[src/include/pcf_pkg.sv]
// Shared constants and types for the PWM channel output stage
`default_nettype none
package pcf_pkg;
    // ************************************************************
    // Register map
    // ************************************************************
    localparam int PCF_CNT_W = 16;
    localparam logic [3:0] PCF_OFS_CTRL = 4'h0;
    localparam logic [3:0] PCF_OFS_PERIOD = 4'h4;
    localparam logic [3:0] PCF_OFS_DUTY = 4'h8;
    localparam logic [3:0] PCF_OFS_STATUS = 4'hC;

    // ************************************************************
    // Control field positions
    // ************************************************************
    localparam int PCF_CTRL_W = 13;
    localparam int PCF_B_EN = 0;
    localparam int PCF_B_FREEZE = 1;
    localparam int PCF_B_SL = 2;
    localparam int PCF_B_UD = 3;
    localparam int PCF_B_MODE = 5;
    localparam int PCF_B_RSTTRIG = 7;
    localparam int PCF_B_TRIGSEL = 8;
    localparam int PCF_B_FUPD = 9;
    localparam int PCF_B_RSTCN = 11;
    localparam int PCF_B_FORCE = 16;
    localparam int PCF_B_ST_MAIN = 16;
    localparam int PCF_B_ST_COMP = 17;
    localparam int PCF_B_ST_DOWN = 18;

    // ************************************************************
    // Encodings and reset values
    // ************************************************************
    localparam logic [1:0] PCF_MODE_PWM = 2'h2;
    localparam logic [1:0] PCF_FUPD_ON = 2'h2;
    localparam logic [1:0] PCF_RSTCN_ON = 2'h2;
    localparam logic [1:0] PCF_UD_UP = 2'h0;
    localparam logic [PCF_CTRL_W-1:0] PCF_CTRL_RST = 13'h0000;
    localparam logic [PCF_CNT_W-1:0] PCF_CMP_RST = 16'h0000;
    localparam logic [31:0] PCF_RD_NONE = 32'h00000000;

    typedef enum logic [1:0] {
        PCF_DIR_UP = 2'b01,
        PCF_DIR_DOWN = 2'b10
    } pcf_dir_type;
endpackage
`default_nettype wire

[src/hw/pcf_counter.sv]
// Period counter with continuous up and up-down counting
`default_nettype none
module pcf_counter
    import pcf_pkg::*;
#(
    parameter int CNT_W = PCF_CNT_W
) (
    input wire logic core_clk,
    input wire logic resetn,
    input wire logic run,
    input wire logic up_down,
    input wire logic clear,
    input wire logic dir_reset,
    input wire logic [CNT_W-1:0] period,
    output logic [CNT_W-1:0] count,
    output pcf_dir_type dir
);
    wire [CNT_W-1:0] count_inc = count + 1'b1;
    wire [CNT_W-1:0] count_dec = count - 1'b1;
    wire wrap_up = (count_inc >= period) | (count_inc == '0);
    wire turn_down = count_inc >= period;
    wire turn_up = count <= 1;
    logic [CNT_W-1:0] next_count;
    pcf_dir_type next_dir;

    always_comb begin
        next_count = count;
        next_dir = dir;
        if (clear) begin
            next_count = '0;
            next_dir = PCF_DIR_UP;
        end else if (!up_down) begin
            // Stale down direction from an earlier mode is dropped here
            next_dir = PCF_DIR_UP;
            if (run) begin
                next_count = wrap_up ? '0 : count_inc;
            end
        end else if (run) begin
            case (dir)
                PCF_DIR_UP: begin
                    next_count = (period == '0) ? '0 : count_inc;
                    if (turn_down) begin
                        next_dir = PCF_DIR_DOWN;
                    end
                end
                PCF_DIR_DOWN: begin
                    next_count = (count == '0) ? '0 : count_dec;
                    if (turn_up) begin
                        next_dir = PCF_DIR_UP;
                    end
                end
                default: begin
                    next_dir = PCF_DIR_UP;
                end
            endcase
            if (dir_reset) begin
                next_dir = PCF_DIR_UP;
            end
        end
    end

    always_ff @(posedge core_clk or negedge resetn) begin
        if (!resetn) begin
            count <= '0;
            dir <= PCF_DIR_UP;
        end else begin
            count <= next_count;
            dir <= next_dir;
        end
    end
endmodule
`default_nettype wire

[src/hw/pcf_wave.sv]
// Output stage: main and complementary waveform with freeze hold
`default_nettype none
module pcf_wave
    import pcf_pkg::*;
#(
    parameter int CNT_W = PCF_CNT_W
) (
    input wire logic core_clk,
    input wire logic resetn,
    input wire logic run,
    input wire logic hold,
    input wire logic up_down,
    input wire logic start_period,
    input wire logic level,
    input wire logic [CNT_W-1:0] count,
    input wire logic [CNT_W-1:0] duty,
    output logic main_out,
    output logic comp_out
);
    wire up_next = (count == duty) ? ~level : ((count == '0) ? level : main_out);
    wire ud_next = (count < duty) ? level : ~level;
    wire run_next = start_period ? level : (up_down ? ud_next : up_next);
    logic next_main;
    logic next_comp;

    always_comb begin
        next_main = main_out;
        next_comp = comp_out;
        if (hold) begin
            next_main = main_out;
            next_comp = comp_out;
        end else if (!run) begin
            next_main = ~level;
            next_comp = level;
        end else begin
            next_main = run_next;
            next_comp = ~run_next;
        end
    end

    always_ff @(posedge core_clk or negedge resetn) begin
        if (!resetn) begin
            main_out <= 1'b0;
            comp_out <= 1'b1;
        end else begin
            main_out <= next_main;
            comp_out <= next_comp;
        end
    end
endmodule
`default_nettype wire

[src/hw/pcf_channel.sv]
// PWM channel: Avalon-MM registers, period counter and output stage
//
// Local design decisions: the placing of the registers and the Avalon-MM interface to the registers.
`default_nettype none

// Notes on behaviour
// - Frozen and disabled channel keeps both outputs at their last levels.
// - Freeze means freeze bit 1 and enable 0; also with up-down trigger reset.
// - Up-down trigger comes from preceding channel or input unit capture.
// - Mode field 0 counts up, above 0 up-down; PWM when mode is 10.
// - Forced update with both controls at 10 clears the period counter.
// - Forced counter clear on a running channel drives main output to the signal level at once.
// - Counter reaching duty compare drives main output to inverse level.
// - Level changed together with forced update still gets the duty edge.
// - Output level comes from the signal level bit, changeable while running.
module pcf_channel
    import pcf_pkg::*;
#(
    parameter int CNT_W = PCF_CNT_W
) (
    input wire logic core_clk,
    input wire logic resetn,
    input wire logic [3:0] avs_address,
    input wire logic avs_read,
    input wire logic avs_write,
    input wire logic [31:0] avs_writedata,
    input wire logic [3:0] avs_byteenable,
    output logic [31:0] avs_readdata,
    output logic avs_waitrequest,
    input wire logic preceding_channel_trigger,
    input wire logic input_unit_capture_trigger,
    output logic main_waveform_output,
    output logic complementary_waveform_output
);
    // ************************************************************
    // Byte lane merge
    // ************************************************************
    function automatic logic [31:0] be_merge(
        input logic [31:0] old_value,
        input logic [31:0] new_value,
        input logic [3:0] be
    );
        logic [31:0] result;
        result = old_value;
        for (int i = 0; i < 4; i++) begin
            if (be[i]) begin
                result[8*i +: 8] = new_value[8*i +: 8];
            end
        end
        return result;
    endfunction

    // ************************************************************
    // Register state
    // ************************************************************
    logic [PCF_CTRL_W-1:0] ctrl;
    logic [CNT_W-1:0] period_compare_value;
    logic [CNT_W-1:0] duty_compare_value;
    logic force_req;
    logic [CNT_W-1:0] period_counter;
    pcf_dir_type count_dir;

    // ************************************************************
    // Bus decode
    // ************************************************************
    // One wait state: the first request cycle is always stalled, so that
    // read data and waitrequest can both come from flip-flops.
    wire bus_req = avs_read | avs_write;
    wire bus_accept = bus_req & ~avs_waitrequest;
    wire wr_go = avs_write & bus_accept;
    wire sel_ctrl = avs_address == PCF_OFS_CTRL;
    wire sel_period = avs_address == PCF_OFS_PERIOD;
    wire sel_duty = avs_address == PCF_OFS_DUTY;
    wire sel_status = avs_address == PCF_OFS_STATUS;
    wire [31:0] ctrl_wide = 32'(ctrl);
    wire [31:0] ctrl_merged = be_merge(ctrl_wide, avs_writedata, avs_byteenable);
    wire [31:0] period_merged = be_merge(32'(period_compare_value), avs_writedata,
        avs_byteenable);
    wire [31:0] duty_merged = be_merge(32'(duty_compare_value), avs_writedata,
        avs_byteenable);
    wire force_bit = avs_writedata[PCF_B_FORCE] & avs_byteenable[2];
    wire force_armed = (ctrl_merged[PCF_B_FUPD +: 2] == PCF_FUPD_ON)
        & (ctrl_merged[PCF_B_RSTCN +: 2] == PCF_RSTCN_ON);
    wire next_force = wr_go & sel_ctrl & force_bit & force_armed;

    // ************************************************************
    // Control fields
    // ************************************************************
    wire channel_enable_status = ctrl[PCF_B_EN];
    wire freeze = ctrl[PCF_B_FREEZE];
    wire signal_level_select = ctrl[PCF_B_SL];
    wire [1:0] count_direction_mode = ctrl[PCF_B_UD +: 2];
    wire [1:0] pulse_width_output_mode = ctrl[PCF_B_MODE +: 2];
    wire counter_reset_by_trigger = ctrl[PCF_B_RSTTRIG];
    wire trigger_from_capture = ctrl[PCF_B_TRIGSEL];
    wire up_down = count_direction_mode != PCF_UD_UP;
    wire run = channel_enable_status & (pulse_width_output_mode == PCF_MODE_PWM);
    wire hold = freeze & ~channel_enable_status;
    // A trigger from the selected source only resets the direction, never the count
    wire sel_trigger = trigger_from_capture ? input_unit_capture_trigger
        : preceding_channel_trigger;
    wire dir_reset = counter_reset_by_trigger & up_down & sel_trigger;

    // ************************************************************
    // Read data
    // ************************************************************
    wire [31:0] status_word = 32'(period_counter)
        | (32'(main_waveform_output) << PCF_B_ST_MAIN)
        | (32'(complementary_waveform_output) << PCF_B_ST_COMP)
        | (32'(count_dir == PCF_DIR_DOWN) << PCF_B_ST_DOWN);
    wire [31:0] rd_value = sel_ctrl ? ctrl_wide
        : sel_period ? 32'(period_compare_value)
        : sel_duty ? 32'(duty_compare_value)
        : sel_status ? status_word
        : PCF_RD_NONE;

    // ************************************************************
    // Bus and register flops
    // ************************************************************
    always_ff @(posedge core_clk or negedge resetn) begin
        if (!resetn) begin
            avs_waitrequest <= 1'b1;
            avs_readdata <= PCF_RD_NONE;
        end else begin
            avs_waitrequest <= ~(bus_req & avs_waitrequest);
            if (avs_read & avs_waitrequest) begin
                avs_readdata <= rd_value;
            end
        end
    end

    always_ff @(posedge core_clk or negedge resetn) begin
        if (!resetn) begin
            ctrl <= PCF_CTRL_RST;
            period_compare_value <= PCF_CMP_RST;
            duty_compare_value <= PCF_CMP_RST;
            force_req <= 1'b0;
        end else begin
            force_req <= next_force;
            if (wr_go & sel_ctrl) begin
                ctrl <= ctrl_merged[PCF_CTRL_W-1:0];
            end
            if (wr_go & sel_period) begin
                period_compare_value <= period_merged[CNT_W-1:0];
            end
            if (wr_go & sel_duty) begin
                duty_compare_value <= duty_merged[CNT_W-1:0];
            end
        end
    end

    // ************************************************************
    // Counter and output stage
    // ************************************************************
    pcf_counter #(
        .CNT_W(CNT_W)
    ) u_counter (
        .core_clk(core_clk),
        .resetn(resetn),
        .run(run),
        .up_down(up_down),
        .clear(force_req),
        .dir_reset(dir_reset),
        .period(period_compare_value),
        .count(period_counter),
        .dir(count_dir)
    );

    // The force pulse is registered on the same edge as the control write, so the level
    // written together with it is already in place for both edges.
    pcf_wave #(
        .CNT_W(CNT_W)
    ) u_wave (
        .core_clk(core_clk),
        .resetn(resetn),
        .run(run),
        .hold(hold),
        .up_down(up_down),
        .start_period(force_req),
        .level(signal_level_select),
        .count(period_counter),
        .duty(duty_compare_value),
        .main_out(main_waveform_output),
        .comp_out(complementary_waveform_output)
    );

    // ************************************************************
    // Checks
    // ************************************************************
    a_freeze_hold_main: assert property (@(posedge core_clk) disable iff (!resetn)
        hold |=> main_waveform_output == $past(main_waveform_output))
        else $error("main output moved while frozen");

    a_freeze_hold_comp: assert property (@(posedge core_clk) disable iff (!resetn)
        (hold && up_down && counter_reset_by_trigger)
        |=> $stable(complementary_waveform_output))
        else $error("complementary output moved while frozen");

    a_trigger_dir_reset: assert property (@(posedge core_clk) disable iff (!resetn)
        (run && dir_reset && !force_req) |=> count_dir == PCF_DIR_UP)
        else $error("trigger did not reset count direction");

    a_up_mode_dir: assert property (@(posedge core_clk) disable iff (!resetn)
        (run && !up_down && !force_req && period_compare_value > 1
            && period_counter == period_compare_value - 1)
        |=> period_counter == 0 && count_dir == PCF_DIR_UP)
        else $error("up counter did not wrap at period");

    a_idle_level: assert property (@(posedge core_clk) disable iff (!resetn)
        (!run && !hold) |=> main_waveform_output == ~$past(signal_level_select))
        else $error("non-PWM channel not idle");

    a_force_clear: assert property (@(posedge core_clk) disable iff (!resetn)
        $rose(force_req) |-> $past(wr_go) ##1 period_counter == 0)
        else $error("forced update did not clear counter");

    a_force_level: assert property (@(posedge core_clk) disable iff (!resetn)
        (force_req && run && !hold) |=> main_waveform_output == $past(signal_level_select))
        else $error("forced period start missed the level edge");

    a_duty_edge: assert property (@(posedge core_clk) disable iff (!resetn)
        (run && !hold && !up_down && !force_req && period_counter == duty_compare_value)
        |=> main_waveform_output == ~$past(signal_level_select))
        else $error("missing duty edge");

    a_new_level_edge: assert property (@(posedge core_clk) disable iff (!resetn)
        (force_req && run && !hold && !up_down && duty_compare_value == 1
            && period_compare_value > 2
            && signal_level_select != $past(signal_level_select))
        |=> ##2 main_waveform_output == ~$past(signal_level_select, 2))
        else $error("duty edge lost after level change with forced update");

    a_ud_level: assert property (@(posedge core_clk) disable iff (!resetn)
        (run && !hold && up_down && !force_req && period_counter >= duty_compare_value)
        |=> main_waveform_output == ~$past(signal_level_select))
        else $error("up-down output ignores signal level");

    a_comp_inverse: assert property (@(posedge core_clk) disable iff (!resetn)
        (run && !hold) |=> complementary_waveform_output == ~main_waveform_output)
        else $error("complementary output not inverse of main");
endmodule
`default_nettype wire

[config.mk]
export PLATFORM = sky130hd
export DESIGN_NAME = pcf_channel
export DESIGN_NICKNAME = d
export VERILOG_FILES = /design/src/include/pcf_pkg.sv /design/src/hw/pcf_counter.sv /design/src/hw/pcf_wave.sv /design/src/hw/pcf_channel.sv
export SDC_FILE = /design/constraint.sdc
export NUM_CORES = 1
export LEC_CHECK = 0
export ABC_AREA = 1
export BUFFER_PORTS_ARGS = -buffer_cell sky130_fd_sc_hd__buf_2
export CAP_MARGIN = 5
export CORE_MARGIN = 4
export CORE_UTILIZATION = 55
export CTS_BUF_LIST = sky130_fd_sc_hd__clkbuf_4 sky130_fd_sc_hd__clkbuf_8 sky130_fd_sc_hd__clkbuf_16
export DETAILED_ROUTE_END_ITERATION = 8
export PLACE_DENSITY = 0.8
export SETUP_SLACK_MARGIN = 0.4
export SYNTH_ARGS = -nofsm -noshare
export SYNTH_HDL_FRONTEND = slang
export SYNTH_SLANG_ARGS = --single-unit
[constraint.sdc]
create_clock -name core_clk -period 5 [get_ports core_clk]
set_input_delay 0.75 -clock core_clk [delete_from_list [all_inputs] [get_ports core_clk]]
set_output_delay 0.75 -clock core_clk [all_outputs]
set_load 0.05 [all_outputs]
Word-level counts from Yosys, hierarchy flattened
Index checks and enable logic that the tools add are counted.
- memories kept: 0
- bits in latches: 0
- memory bits (read-only): 0
- RAM bits: 0
- output and inout port bits: 35
- bits in registers: 99
- input port bits: 46
- $add $sub $neg: 2
- multiply operators: 0
- equal/unequal tests: 13
- multiplexer cells: 28
- shifts and indexed selects: 0
- reduce and logical (&&, ||, !) cells: 14
- div/mod/pow operators: 0
- bitwise logic cells: 25
- order comparisons: 3
- operators by type and width (kind ; number):
    two-way mux 16 bit ; 7
    two-way mux 19 bit ; 4
    zero test 16 bit ; 3
    case mux 16 bit (2 select lines) ; 1
    bitwise OR 18 x 19 -> 19 bit ; 1
    bitwise OR 17 x 18 -> 18 bit ; 1
    bitwise OR 16 x 17 -> 17 bit ; 1
    adder 16 x 1 -> 16 bit (second input constant) ; 1
    equality test 16 bit ; 1
    >= comparator 16 bit ; 1
    less-or-equal comparator 16 x 1 -> 1 bit (second input constant) ; 1
    less-than comparator 16 bit ; 1
    subtractor 16 x 1 -> 16 bit (second input constant) ; 1
    AND 1 bit ; 15
    AND reduction 2 bit ; 7
    two-way mux 2 bit ; 6
    != test 5 bit (second input constant) ; 2
    equality test 2 bit (second input constant) ; 4
    equality test 4 bit (second input constant) ; 2
    two-way mux 1 bit ; 8
    two-way mux 5 bit ; 1
    inverter 1 bit ; 5
    equality test 4 x 3 -> 1 bit (second input constant) ; 1
    zero test 4 bit ; 1
    other kinds (7) ; 9

Longest topological paths before layout
- word-level depth: 8
- gate-level depth with buffers: 18

By module
From an unflattened synthesis, not the netlist that was laid out.
- cell total of the unflattened synthesis: 941
- area, all modules: 6536.3 sq um
- modules (own cells, without submodules) (module ; cells each ; area an instance (sq um) ; times used):
    pcf_channel ; 402 ; 3358.2 ; 1
    pcf_counter ; 426 ; 2529.9 ; 1
    pcf_wave ; 113 ; 648.1 ; 1

Worst setup path after synthesis
OpenSTA, ideal clock, no wires.
- path kind: register to register
- start point: register u_counter.count[0]
- end point: register u_counter.count[10]
- period minus slack after synthesis: 2614 ps
- path slack: 2386 ps
- cell stages (with the launch flop): 19
- arrival: 2497 ps
- cell sequence: dfrtp_1 -> ha_1 -> nand2_1 -> inv_1 -> nand3_1 -> inv_1 -> nand3_1 -> nand2_1 -> nand2_1 -> inv_1 -> ha_1 -> nand2_1 -> nor4_1 -> o21ai_0 -> nand3_1 -> nand2_1 -> buf_2 -> nand3_1 -> nand2_1
- cells in the longest elaborated chain, start to end: 7
- elaborated cells on any way between the ends: 14
- ends and longest elaborated chain (element ; line ; RTL):
    start, declared ; pcf_counter.sv:15 ; output logic [CNT_W-1:0] count,
    start signal, assigned ; pcf_counter.sv:67 ; count <= next_count;
    adder 16 x 1 -> 16 bit ; pcf_counter.sv:18 ; wire [CNT_W-1:0] count_inc = count + 1'b1;
    >= comparator 16 bit or zero test 16 bit (tied branches) ; pcf_counter.sv:20 ; wire wrap_up = (count_inc >= period) | (count_inc == '0);
    bitwise OR 1 bit ; pcf_counter.sv:20 ;
    two-way mux 16 bit ; pcf_counter.sv:36 ; next_count = wrap_up ? '0 : count_inc;
    two-way mux 16 bit ; pcf_counter.sv:35 ; if (run) begin
    two-way mux 16 bit * ; pcf_counter.sv:32 ; end else if (!up_down) begin
    two-way mux 16 bit * ; pcf_counter.sv:29 ; if (clear) begin
Mark *: on every way between the ends. The rest lies on a longest branch, timed or not. The select of a mux whose other input is x is not followed.
A chain may end at the register's enable or synchronous reset.

Worst setup path in the final report
- start point: register u_counter.count[0]
- end point: register u_counter.count[1]
Same word-level chain as after synthesis.

==> qor.txt <==
status: finished clean
most common cell in the netlist: nand2_1
Cell variety after synth: 42
first-pass GRT wire length: 26000 µm
reg2reg path depth: 15
post-route core utilization: 61.6%
DIE HEIGHT: 112 µm
cell taking the most area after synthesis: dfrtp_1
#FFs+latches synth: 86
Setup TNS: 0 ns
synthesized area: 0.00591 mm²
clock-pin slew on the worst setup and hold paths: 0.09 ns
max_cap viols: 0
most frequent cells after synthesis: 238 x nand2_1, 105 x inv_1, 83 x dfrtp_1
Top Usage Layer GRT: met2
cell total after placement: 999
area of the core: 0.0104 mm²
Initial Utilization: 56.9%
met2 Use GR: 42.3%
Final nets: 957
vias per cell: 5.59
CP startpoint: u_counter.count[0]
PortBufs: 51
CTS Hold Bufs: 0
grt total ovfl: 0
die area: 0.0125 mm²
final worst-path cycle share: 67.2%
Hold Path Stages: 1
share of the synthesized area in the top cell type: 35.2%
FP Rows: 37
drt total wl: 15900 µm
FF-to-FF setup slack: 1.64 ns
total track usage: 25.4%
P_leak: 0.00330 µW
Final Critical Period: 3.36 ns
final hold violations: 0
sequential area share after synthesis: 36.5%
largest driver fanout on the critical path: 16
Top FF cell, synth: dfrtp_1
Max IR drop VDD: 0.198 mV
CTS tree: built
fill count: 983
hold crit path type: flip-flop to flip-flop
Crit Path Class: flip-flop to flip-flop
reg2reg start: u_counter.count[0]
area growth from synthesis to layout: 8.16%
Ant. Diodes: 0
violation count after the first detailed-route iteration: 602
Routability Congestion: 0.939
Routed Antenna Nets: 0
PD cells: 305 mW/mm²
total number of vias: 5669
WP data required: 5.26 ns
number of CTS-inserted buffers: 9
vias in the first global route: 5320
Mean Syn Cell Area: 7.07 µm²
clk sink count: 86
DR DRC count: 0
Final setup viols: 0
maximum achievable frequency: 298 MHz
dpl hpwl: 11700 µm
io pins: 81
Max Root-Sink Buffers: 2
Tightest Pin Transition: 1.06 ns
Worst Setup EP: u_counter.count[1]
fraction of layout cells with a size suffix above 1: 10.7%
largest net degree at the start of global routing: 87
clk_skew: 0.0147 ns
drt first pass iters: 5
Async SR Flop Fraction: 100%
RSZ-0062 raised after global routing: false
Max Slew Vio Count: 0
H-tree levels: 3
Finished Layout Cells: 1015
post-synthesis instance total: 835
postcts setup bufs: 0
initial antenna violation count: 0
Resize count post-CTS: 0
met3 usage: 4.08%
Post-synth EDFFs: 0
Setup crit end kind: flip-flop
synth warn: 0
Synth area leaders: dfrtp_1 35%, nand2_1 15%, ha_1 7.8%, inv_1 6.7%, o21ai_0 6.4%
RR Endpoint: u_counter.count[1]
later-pin clock latency in the skew report: 0.38 ns
critical path arrival: 3.62 ns
root buf cell: clkbuf_8
met1 GRT Util: 33.9%
Startpoint Class: flip-flop
Slew HR: 29.5%
chip width: 112 µm
wire length per cell: 15.6 µm
## placed cells by master, fill, tap and decap left out, types with 7 or more instances in the layout
master | synthesis | layout
nand2_1 | 238 | 238
inv_1 | 105 | 105
dfrtp_1 | 83 | 83
o21ai_0 | 76 | 76
nor2_1 | 61 | 61
a21oi_1 | 59 | 59
buf_2 | 4 | 50
nand3_1 | 45 | 45
ha_1 | 37 | 37
o22ai_1 | 14 | 14
conb_1 | 1 | 13
nand4_1 | 12 | 12
xor2_1 | 11 | 11
nor3_1 | 11 | 11
clkbuf_8 | 0 | 10
nor2_2 | 7 | 7
## worst min-delay path by stage
| stage | from | endpoint | slack [ns] |
|---|---|---|---|
| finish | avs_waitrequest | avs_waitrequest | 0.49 |
| global route | duty_compare_value[2] | duty_compare_value[2] | 0.52 |
| CTS | avs_waitrequest | avs_waitrequest | 0.49 |
| detailed placement | avs_waitrequest | avs_waitrequest | 0.47 |
| global placement | avs_readdata[15] | avs_readdata[15] | 0.46 |
| floorplan | resetn | avs_readdata[0] | 0.45 |
## power by group
part / switching (µW) / internal [µW]
clock network: 302 / 254
logic: 392 / 167
registers: 59.1 / 775
total: 753 / 1200
## cell families (layout without fill, tap and decap cells)
group,count (synthesis),in the layout,share of synthesized area [%]
flops,86,86,36.5
xor+xnor,12,12,1.91
other cells,1,13,0.0635
compound gates,164,164,14.8
simple gates,389,389,28.3
buf+inv,146,178,10.6
fa+ha+maj,37,37,7.84
## layer usage
| layer | part of all wire, % | wire length (µm) |
|---|---|---|
| met4 | 2.4 | 376 |
| met1 | 43 | 6790 |
| met2 | 48 | 7670 |
| met3 | 6.5 | 1030 |
| met5 | 0 | 0 |
## registers in the layout (all words and copies together), names as in the netlist, 2 cells and up
name and cells:
avs_readdata 19, ctrl 13, duty_compare_value 16, period_compare_value 16, u_counter.count 16, u_counter.dir 2
## worst max-delay path, stage by stage (launching register included)
cell and delay [ns]:
dfrtp_1 0.48, inv_1 0.21, nor2_2 0.32, nand2_2 0.14, inv_1 0.09, nand4_1 0.07
nand2_1 0.09, inv_1 0.07, ha_1 0.29, nand2_1 0.09, nor4_1 0.46, o21ai_0 0.17
nand3_1 0.14, nand2_1 0.36, nand3_1 0.21, nand2_1 0.07
## metrics by stage
step / worst slack (ns) / power, µW / hold slack [ns] / cell area (µm²)
detailed placement: 1.73 / 1390 / 0.469 / 6170
floorplan: 2.39 / 1250 / 0.453 / 5950
global route: 1.27 / 2060 / 0.521 / 6390
CTS: 1.68 / 1940 / 0.491 / 6390
global placement: 1.80 / 1380 / 0.461 / 6170
finish: 1.64 / 1950 / 0.490 / 6390
## final cells by class
| cell class | instances | area, µm² | area share (%) |
|---|---|---|---|
| Multi-Input combinational cell | 615 | 3170 | 49.6 |
| Sequential cell | 86 | 2160 | 33.8 |
| Clock inverter | 6 | 76.3 | 1.19 |
| Tap cell | 136 | 170 | 2.66 |
| Inverter | 110 | 413 | 6.46 |
| Timing Repair Buffer | 52 | 265 | 4.15 |
| Clock buffer | 10 | 138 | 2.15 |
No activity file was read; power rests on OpenSTA's default activity.
